**config.mk**
```make
export PLATFORM = sky130hd
export DESIGN_NAME = gft_ground_fault_trip
export DESIGN_NICKNAME = d
export VERILOG_FILES = /design/src/rtl/gft_pkg.sv /design/src/rtl/gft_timer_if.sv /design/src/rtl/gft_ground_fault_trip.sv /design/src/rtl/gft_delay_timer.sv
export SDC_FILE = /design/constraint.sdc
export NUM_CORES = 1
export LEC_CHECK = 0
export ABC_AREA = 0
export BUFFER_PORTS_ARGS = -buffer_cell sky130_fd_sc_hd__buf_2
export CORE_ASPECT_RATIO = 1.1
export CORE_MARGIN = 2
export CORE_UTILIZATION = 50
export CTS_CLUSTER_SIZE = 14
export DETAILED_ROUTE_END_ITERATION = 8
export PLACE_DENSITY = 0.82
export SETUP_SLACK_MARGIN = 0.3
export SLEW_MARGIN = 20
export SYNTH_ARGS = -nofsm -noshare
export SYNTH_HDL_FRONTEND = slang
export SYNTH_HIERARCHICAL = 1
export SYNTH_SLANG_ARGS = --single-unit
export TNS_END_PERCENT = 10
```
**constraint.sdc**
```tcl
create_clock -name clk -period 3.35 [get_ports clk]
set_input_delay 0.335 -clock clk [delete_from_list [all_inputs] [get_ports clk]]
set_output_delay 0.335 -clock clk [all_outputs]
set_load 0.02 [all_outputs]
```
**src/rtl/gft_pkg.sv**
```systemverilog
package gft_pkg;

  // ****************************************************************
  // Timing
  // ****************************************************************
  localparam int CLK_PERIOD_NS    = 10;
  localparam int DELAY_STEP_NS    = 100_000_000;
  localparam int DELAY_STEP_CYCLES = DELAY_STEP_NS / CLK_PERIOD_NS;

  // ****************************************************************
  // Delay setting, in steps of one tenth of a second
  // ****************************************************************
  localparam int           DELAY_W     = 7;
  localparam logic [6:0]   DELAY_MIN   = 7'h00;
  localparam logic [6:0]   DELAY_MAX   = 7'h64;
  localparam logic [6:0]   DELAY_RESET = 7'h0a;

  // ****************************************************************
  // Thermal capacity, in whole percent
  // ****************************************************************
  localparam int           TC_W        = 7;
  localparam logic [6:0]   TC_FULL     = 7'h64;
  localparam logic [6:0]   TC_FIXED    = 7'h0f;
  localparam logic [6:0]   TC_MARGIN   = 7'h02;

  // ****************************************************************
  // Register map, byte addresses
  // ****************************************************************
  localparam int           ADDR_W          = 8;
  localparam logic [7:0]   OFS_CTRL        = 8'h00;
  localparam logic [7:0]   OFS_RUN_DELAY   = 8'h04;
  localparam logic [7:0]   OFS_START_DELAY = 8'h08;
  localparam logic [7:0]   OFS_STATE       = 8'h0c;
  localparam logic [7:0]   OFS_IRQ_STATUS  = 8'h10;
  localparam logic [7:0]   OFS_IRQ_MASK    = 8'h14;

  // Control fields.
  localparam int           CTRL_LEARN_BIT  = 0;
  localparam int           CTRL_CLEAR_BIT  = 1;
  localparam int           CTRL_RELAY_LSB  = 4;
  localparam int           RELAY_W         = 4;
  localparam logic [3:0]   RELAY_RESET     = 4'h1;

  // State fields.
  localparam int           ST_TRIP_BIT     = 0;
  localparam int           ST_LOCK_BIT     = 1;
  localparam int           ST_UNDEC_BIT    = 2;
  localparam int           ST_START_BIT    = 3;
  localparam int           ST_USED_LSB     = 8;
  localparam int           ST_THR_LSB      = 16;

  // Interrupt events.
  localparam int           IRQ_W           = 3;
  localparam int           IRQ_GF_TRIP     = 0;
  localparam int           IRQ_RELEASE     = 1;
  localparam int           IRQ_LEARNED     = 2;

endpackage

```
**src/rtl/gft_timer_if.sv**
```systemverilog
`timescale 1ns/1ns
interface gft_timer_if;
  import gft_pkg::*;

  logic               over;
  logic [DELAY_W-1:0] delay;
  logic               expired;

  modport timer (input over, input delay, output expired);
  modport ctrl  (output over, output delay, input expired);
endinterface

```
**src/rtl/gft_ground_fault_trip.sv**
```systemverilog
// Overview of operation
// (RULE_01) Run and start delays, 0 to 10 s.
// (RULE_02) Running: trip after run delay above pickup.
// (RULE_03) Starting: trip after start delay above pickup.
// (RULE_04) Phase current rising: start delay until decided.
// (RULE_05) Learned reset: record start capacity, shorten lockout.
// (RULE_06) Learned reset off: lockout until capacity 15%.
// (RULE_07) Learned reset on: 100 minus used minus 2.
// (RULE_08) Ground drop below pickup restarts delay timer.
//
// Register access over Avalon-MM and the placing of the registers are this design's own decisions.
`timescale 1ns/1ns
module gft_ground_fault_trip
  import gft_pkg::*;
#(
  parameter int TENTH_CYCLES = DELAY_STEP_CYCLES,
  parameter int CUR_W        = 16
) (
  // Clock and reset
  input  wire logic              clk,
  input  wire logic              reset,
  // Avalon-MM slave
  input  wire logic [ADDR_W-1:0] address,
  input  wire logic              read,
  input  wire logic              write,
  input  wire logic [31:0]       writedata,
  output logic      [31:0]       readdata,
  output logic                   waitrequest,
  // Measurements and motor state
  input  wire logic [CUR_W-1:0]  groundCurrent,
  input  wire logic [CUR_W-1:0]  groundPickup,
  input  wire logic [CUR_W-1:0]  phaseCurrent,
  input  wire logic              motorStarting,
  input  wire logic              motorRunning,
  input  wire logic              stateDecided,
  input  wire logic [TC_W-1:0]   thermalCap,
  input  wire logic              overloadTrip,
  // Outputs
  output logic      [RELAY_W-1:0] relayOut,
  output logic                    gfTripCause,
  output logic                    overloadLockout,
  output logic                    irq
);

  if (CUR_W < 1 || CUR_W > 32) begin
    $error("CUR_W must lie between 1 and 32");
  end

  // ****************************************************************
  // Register state
  // ****************************************************************
  logic                ack_reg;
  logic                ack_next;
  logic [31:0]         rdata_reg;
  logic [31:0]         rdata_next;
  logic                learn_reg;
  logic                learn_next;
  logic [RELAY_W-1:0]  assign_reg;
  logic [RELAY_W-1:0]  assign_next;
  logic [DELAY_W-1:0]  runDelay_reg;
  logic [DELAY_W-1:0]  runDelay_next;
  logic [DELAY_W-1:0]  startDelay_reg;
  logic [DELAY_W-1:0]  startDelay_next;
  logic [IRQ_W-1:0]    irqStatus_reg;
  logic [IRQ_W-1:0]    irqStatus_next;
  logic [IRQ_W-1:0]    irqMask_reg;
  logic [IRQ_W-1:0]    irqMask_next;

  // ****************************************************************
  // Protection state
  // ****************************************************************
  logic                trip_reg;
  logic                trip_next;
  logic [RELAY_W-1:0]  relay_reg;
  logic [RELAY_W-1:0]  relay_next;
  logic                undecided_reg;
  logic                undecided_next;
  logic                phaseZero_reg;
  logic                phaseZero_next;
  logic                startPrev_reg;
  logic                startPrev_next;
  logic [TC_W-1:0]     tcBase_reg;
  logic [TC_W-1:0]     tcBase_next;
  logic [TC_W-1:0]     tcUsed_reg;
  logic [TC_W-1:0]     tcUsed_next;
  logic                lock_reg;
  logic                lock_next;

  // ****************************************************************
  // Combinational helpers
  // ****************************************************************
  logic                accept;
  logic                wrAccept;
  logic                rdAccept;
  logic                clearTrip;
  logic                aboveP;
  logic                useStart;
  logic                learnedDone;
  logic                released;
  logic [TC_W-1:0]     tcThreshold;
  logic [IRQ_W-1:0]    irqEvents;

  gft_timer_if tif ();

  gft_delay_timer #(
    .TENTH_CYCLES (TENTH_CYCLES)
  ) u_timer (
    .clk   (clk),
    .reset (reset),
    .tif   (tif)
  );

  // ****************************************************************
  // Bus handshake
  // ****************************************************************
  // Every access waits exactly one cycle so that read data comes from a flip-flop.
  assign waitrequest = (read || write) && !ack_reg;
  assign accept      = (read || write) && ack_reg;
  assign wrAccept    = accept && write;
  assign rdAccept    = accept && read;
  assign clearTrip   = wrAccept && (address == OFS_CTRL) && writedata[CTRL_CLEAR_BIT];

  // ****************************************************************
  // Ground-fault qualification
  // ****************************************************************
  assign aboveP   = groundCurrent >= groundPickup;
  // Until the start detector decides, a fresh current rise is treated as a start.
  assign useStart = undecided_reg || !motorRunning; // RULE_04
  always_comb begin
    tif.over  = aboveP && (motorRunning || motorStarting || undecided_reg); // RULE_02 RULE_03
    tif.delay = useStart ? startDelay_reg : runDelay_reg; // RULE_02 RULE_03
  end

  // ****************************************************************
  // Lockout threshold
  // ****************************************************************
  always_comb begin
    tcThreshold = TC_FIXED; // RULE_06
    if (learn_reg) begin
      if (tcUsed_reg >= (TC_FULL - TC_MARGIN)) begin
        tcThreshold = '0;
      end else begin
        tcThreshold = TC_FULL - tcUsed_reg - TC_MARGIN; // RULE_07
      end
    end
  end

  assign learnedDone = startPrev_reg && !motorStarting && learn_reg;
  assign released    = lock_reg && !overloadTrip && (thermalCap <= tcThreshold);

  always_comb begin
    irqEvents              = '0;
    irqEvents[IRQ_GF_TRIP] = tif.expired && !trip_reg;
    irqEvents[IRQ_RELEASE] = released;
    irqEvents[IRQ_LEARNED] = learnedDone;
  end

  // ****************************************************************
  // Protection next state
  // ****************************************************************
  always_comb begin
    trip_next      = trip_reg;
    undecided_next = undecided_reg;
    startPrev_next = motorStarting;
    tcBase_next    = tcBase_reg;
    tcUsed_next    = tcUsed_reg;
    lock_next      = lock_reg;
    phaseZero_next = (phaseCurrent == '0);

    // A new fault wins over a clear issued in the same cycle.
    if (clearTrip) begin
      trip_next = 1'b0;
    end
    if (tif.expired) begin
      trip_next = 1'b1; // RULE_02 RULE_03
    end
    relay_next = trip_next ? assign_reg : '0; // RULE_02 RULE_03

    if (stateDecided) begin
      undecided_next = 1'b0;
    end
    if (phaseZero_reg && (phaseCurrent != '0)) begin
      undecided_next = 1'b1; // RULE_04
    end

    if (motorStarting && !startPrev_reg) begin
      tcBase_next = thermalCap; // RULE_05
    end
    if (learnedDone) begin
      tcUsed_next = (thermalCap > tcBase_reg) ? (thermalCap - tcBase_reg) : '0; // RULE_05
    end

    if (released) begin
      lock_next = 1'b0; // RULE_06 RULE_07
    end
    if (overloadTrip) begin
      lock_next = 1'b1; // RULE_05
    end
  end

  // ****************************************************************
  // Register next state
  // ****************************************************************
  always_comb begin
    ack_next        = (read || write) && !ack_reg;
    learn_next      = learn_reg;
    assign_next     = assign_reg;
    runDelay_next   = runDelay_reg;
    startDelay_next = startDelay_reg;
    irqMask_next    = irqMask_reg;
    irqStatus_next  = irqStatus_reg;
    rdata_next      = '0;

    if (wrAccept) begin
      case (address)
        OFS_CTRL: begin
          learn_next  = writedata[CTRL_LEARN_BIT];
          assign_next = writedata[CTRL_RELAY_LSB +: RELAY_W];
        end
        OFS_RUN_DELAY: begin
          // Settings above ten seconds are clamped rather than wrapped.
          runDelay_next = (writedata[31:0] > 32'(DELAY_MAX)) ? DELAY_MAX : writedata[DELAY_W-1:0]; // RULE_01
        end
        OFS_START_DELAY: begin
          startDelay_next = (writedata[31:0] > 32'(DELAY_MAX)) ? DELAY_MAX : writedata[DELAY_W-1:0]; // RULE_01
        end
        OFS_IRQ_MASK: begin
          irqMask_next = writedata[IRQ_W-1:0];
        end
        default: begin
        end
      endcase
    end

    if (rdAccept && (address == OFS_IRQ_STATUS)) begin
      irqStatus_next = '0;
    end
    irqStatus_next = irqStatus_next | irqEvents;

    if ((read || write) && !ack_reg && read) begin
      case (address)
        OFS_CTRL: begin
          rdata_next[CTRL_LEARN_BIT]            = learn_reg;
          rdata_next[CTRL_RELAY_LSB +: RELAY_W] = assign_reg;
        end
        OFS_RUN_DELAY: begin
          rdata_next[DELAY_W-1:0] = runDelay_reg;
        end
        OFS_START_DELAY: begin
          rdata_next[DELAY_W-1:0] = startDelay_reg;
        end
        OFS_STATE: begin
          rdata_next[ST_TRIP_BIT]              = trip_reg;
          rdata_next[ST_LOCK_BIT]              = lock_reg;
          rdata_next[ST_UNDEC_BIT]             = undecided_reg;
          rdata_next[ST_START_BIT]             = useStart;
          rdata_next[ST_USED_LSB +: TC_W]      = tcUsed_reg;
          rdata_next[ST_THR_LSB +: TC_W]       = tcThreshold;
        end
        OFS_IRQ_STATUS: begin
          rdata_next[IRQ_W-1:0] = irqStatus_reg;
        end
        OFS_IRQ_MASK: begin
          rdata_next[IRQ_W-1:0] = irqMask_reg;
        end
        default: begin
          rdata_next = '0;
        end
      endcase
    end else if (ack_reg) begin
      rdata_next = rdata_reg;
    end
  end

  // ****************************************************************
  // Registers
  // ****************************************************************
  always_ff @(posedge clk or posedge reset) begin
    if (reset) begin
      ack_reg        <= 1'b0;
      rdata_reg      <= '0;
      learn_reg      <= 1'b0;
      assign_reg     <= RELAY_RESET;
      runDelay_reg   <= DELAY_RESET;
      startDelay_reg <= DELAY_RESET;
      irqStatus_reg  <= '0;
      irqMask_reg    <= '0;
      trip_reg       <= 1'b0;
      relay_reg      <= '0;
      undecided_reg  <= 1'b0;
      phaseZero_reg  <= 1'b1;
      startPrev_reg  <= 1'b0;
      tcBase_reg     <= '0;
      tcUsed_reg     <= '0;
      lock_reg       <= 1'b0;
    end else begin
      ack_reg        <= ack_next;
      rdata_reg      <= rdata_next;
      learn_reg      <= learn_next;
      assign_reg     <= assign_next;
      runDelay_reg   <= runDelay_next;
      startDelay_reg <= startDelay_next;
      irqStatus_reg  <= irqStatus_next;
      irqMask_reg    <= irqMask_next;
      trip_reg       <= trip_next;
      relay_reg      <= relay_next;
      undecided_reg  <= undecided_next;
      phaseZero_reg  <= phaseZero_next;
      startPrev_reg  <= startPrev_next;
      tcBase_reg     <= tcBase_next;
      tcUsed_reg     <= tcUsed_next;
      lock_reg       <= lock_next;
    end
  end

  // ****************************************************************
  // Outputs
  // ****************************************************************
  assign readdata        = rdata_reg;
  assign relayOut        = relay_reg;
  assign gfTripCause     = trip_reg;
  assign overloadLockout = lock_reg;
  assign irq             = |(irqStatus_reg & irqMask_reg);

endmodule

```
**src/rtl/gft_delay_timer.sv**
```systemverilog
`timescale 1ns/1ns
module gft_delay_timer
  import gft_pkg::*;
#(
  parameter int TENTH_CYCLES = DELAY_STEP_CYCLES
) (
  // Clock and reset
  input wire logic clk,
  input wire logic reset,
  // Qualification
  gft_timer_if.timer tif
);

  localparam int SUB_W = $clog2(TENTH_CYCLES + 1);

  if (TENTH_CYCLES < 1) begin
    $error("TENTH_CYCLES must be at least one");
  end

  logic [SUB_W-1:0]   sub_reg;
  logic [SUB_W-1:0]   sub_next;
  logic [DELAY_W-1:0] tenth_reg;
  logic [DELAY_W-1:0] tenth_next;

  // ****************************************************************
  // Step counting
  // ****************************************************************
  always_comb begin
    sub_next   = sub_reg;
    tenth_next = tenth_reg;
    if (!tif.over) begin
      sub_next   = '0; // RULE_08
      tenth_next = '0; // RULE_08
    end else if (tenth_reg < tif.delay) begin
      if (sub_reg == SUB_W'(TENTH_CYCLES - 1)) begin
        sub_next   = '0;
        tenth_next = tenth_reg + 7'h01;
      end else begin
        sub_next = sub_reg + SUB_W'(1);
      end
    end
  end

  always_ff @(posedge clk or posedge reset) begin
    if (reset) begin
      sub_reg   <= '0;
      tenth_reg <= '0;
    end else begin
      sub_reg   <= sub_next;
      tenth_reg <= tenth_next;
    end
  end

  // A zero delay expires in the first cycle above pickup.
  assign tif.expired = tif.over && (tenth_reg >= tif.delay);

endmodule

```
==> flow_summary.json <==
{
  "cts.clk_slew.worst_paths_ns": 0.07,
  "hpwl_mm": 11.14,
  "track_usage": 0.2293,
  "drt_pass1_iterations": 6,
  "placed_area_mm2": 0.007012,
  "place_congestion": 0.9111,
  "min_period_ns": 2.908,
  "async_flop_share": 1.000,
  "fin_tns_setup_ns": 0,
  "cellPowerDensity_mw_per_mm2": 388.1,
  "syn_area_per_cell_um2": 9.236,
  "drt_iter0_drc": 326,
  "fillers": 1034,
  "cts_sinks": 102,
  "grt_pass1_wl_mm": 24.25,
  "drv_slew": 0,
  "die_h_um": 120.9,
  "synth_cell_types": 68,
  "crit_required_ns": 3.61,
  "largest_reg_flops": 24,
  "worst-path-max-fanout": 8,
  "cts_tree": "built",
  "skew_ns": 0.005333,
  "post-route-period-util": 0.8680,
  "vias_per_cell": 5.744,
  "grt_pass1_vias": 5286,
  "htree_levels": 3,
  "worst_pin_slew_ns": 0.7587,
  "p_leak_uw": 0.003490,
  "post_drt_wl_per_cell_um": 15.28,
  "n_antenna_cell": 0,
  "ant_nets": 0,
  "ys_ff_latch": 102,
  "rr_worst_depth": 10,
  "root_buffer": "clkbuf_16",
  "grt_overflow_total": 0,
  "totalWireLength_mm": 14.69,
  "drc": 0,
  "synth_edf_count": 0,
  "synthCells": 673,
  "multi_input_area_mm2": 0.003336,
  "finalNetCount": 947,
  "setup_viol": 0,
  "worstPathArrival_ns": 3.17,
  "timing.rr.end": "u_timer/sub_reg[22]$_DFFE_PP0P_",
  "grt_max_degree": 32,
  "synth_area_mm2": 0.006216,
  "core_mm2": 0.01209,
  "layout-area-overhead-vs-synth_pct": 17.97,
  "ys_warn_count": 6,
  "die_area_mm2": 0.01334,
  "startpoint_type": "flop",
  "num_io_pins": 143,
  "finish.utilization": 0.6067,
  "insertion_delay_ns": 0.35,
  "rr_startpoint": "undecided_reg$_DFFE_PP0P_",
  "io_buffers": 132,
  "crit_path_end_kind": "flop",
  "cp-startpoint": "undecided_reg$_DFFE_PP0P_",
  "fmax_mhz": 343.9,
  "outcome": "finished, final reports clean",
  "drv_cap": 0,
  "start_util": 0.5143,
  "clockBufferDepth": 2,
  "rsz0062_at_grt": "yes",
  "final_area_mm2": 0.007333,
  "synth_ff_type": "dfrtp_1",
  "hold_viol_final": 0,
  "path_class": "reg2reg",
  "drive_gt1_frac": 0.2416,
  "seqCellArea_mm2": 0.002560,
  "rrSetupSlack_ns": 0.44,
  "timing.critical_path.to": "u_timer/sub_reg[22]$_DFFE_PP0P_",
  "hold_path.class": "in2async",
  "vias": 5520,
  "relSlewSlack": 0.4895,
  "die_w_um": 110.3,
  "cts_buffers": 9,
  "rows": 42,
  "cts_setup_buffers": 0,
  "max-vdd-ir-drop_v": 0.0003248,
  "seq_area_frac_synth": 0.4118,
  "antenna_found_initial": 0
}
[final cells by class]
type | instances | area share
Multi-Input combinational cell | 496 | 0.4549
Timing Repair Buffer | 143 | 0.1013
Tap cell | 154 | 0.02628
Sequential cell | 102 | 0.3491
Clock buffer | 9 | 0.03071
Clock inverter | 7 | 0.01211
Inverter | 50 | 0.02559
[synth_stat cells, drive strengths merged, types with 7 or more instances]
master	instances	area share
a21oi	37	0.030
a22o	22	0.031
buf	13	0.015
clkbuf	21	0.013
dfrtp	96	0.39
ha	41	0.083
inv	50	0.030
mux2	15	0.027
mux2i	13	0.021
nand2	78	0.047
nand2b	12	0.012
nand3	17	0.014
nand4	15	0.016
nor2	35	0.021
nor2b	7	0.0070
nor3	17	0.014
nor4	16	0.020
o21ai	37	0.030
o22ai	8	0.0081
o31ai	10	0.012
or3	10	0.010
xnor2	7	0.0099
[cell families (layout without fill, tap and decap cells)]
group / count (synthesis) / in the layout / share of synthesized area
other: 1 / 10 / 0.0006033
adders and majority gates: 42 / 42 / 0.08575
DFF: 102 / 102 / 0.4118
and+or+nand+nor: 242 / 242 / 0.2061
muxes: 28 / 28 / 0.04811
buffers and inverters: 84 / 209 / 0.05817
AOI/OAI and AO/OA: 163 / 163 / 0.1739
xor gates and xnor gates: 11 / 11 / 0.01550
[critical path, cell delays in order (launching register included)]
cell and delay (ns):
dfrtp_1 0.41, nor2b_1 0.12, buf_4 0.17, mux2_2 0.33
inv_1 0.06, ha_1 0.25, a21oi_1 0.20, o21ai_2 0.14
or2_2 0.37, or4_1 0.56, o31ai_1 0.21
[routing by layer]
layer	routed length, µm	global-route usage	part of all wire
met5	0	0	0
met4	316	0.09766	0.022
met3	779	0.03115	0.053
met2	7285	0.3900	0.50
met1	6307	0.2891	0.43
[placed cells by master (no fill, tap or decap), types with 5 or more instances in the layout]
cell	count
buf_4	11
dfstp_2	6
nand3_1	17
o21ai_1	8
inv_1	49
a21o_1	6
o21ai_0	28
mux2i_1	13
ha_1	41
nor3_1	16
nor2b_1	7
dfrtp_1	96
a22o_1	22
nand2_1	78
or4_1	5
nand2b_1	11
conb_1	10
and3_1	5
or3_1	10
nand4_1	14
a211oi_1	6
nor4_1	14
mux2_2	15
nor2_1	35
o31ai_1	10
xnor2_1	7
buf_2	132
clkbuf_16	9
a21oi_1	36
o22ai_1	8
[repair_timing]
item	4_1_cts	5_1_grt
setup endpoints to repair	0	6
hold buffers	0	0
gates resized for setup	0	5
[power by group]
part | internal (µW) | switching, µW | total (µW) | leakage, µW
sequential | 1260 | 30.9 | 1300 | 0.00137
clock | 599 | 504 | 1100 | 0.000152
combinational | 178 | 269 | 447 | 0.00197
[stage by stage]
step	cells	total power (µW)	hold slack, ns	setup WS, ns
3_3_place_gp	945	1751	0.3980	0.4683
6_report	961	2846	0.02088	0.4421
4_1_cts	961	2866	0.02611	0.3899
3_5_place_dp	945	1763	0.3985	0.3576
2_1_floorplan	682	1611	0.3664	0.3884
5_1_grt	961	2981	0.06020	0.2516
[how the worst min path moves through the flow]
stage | end | slack (ns) | cells past startpoint
6_report | tcUsed_reg[1]$_DFFE_PP0P_ | 0.02 | 2
5_1_grt | tcBase_reg[5]$_DFFE_PP0P_ | 0.06 | 2
4_1_cts | tcBase_reg[5]$_DFFE_PP0P_ | 0.03 | 2
3_5_place_dp | undecided_reg$_DFFE_PP0P_ | 0.40 | 2
3_3_place_gp | undecided_reg$_DFFE_PP0P_ | 0.40 | 2
2_1_floorplan | startPrev_reg$_DFF_PP0_ | 0.37 | 0
(Power assumes the default switching activity.)
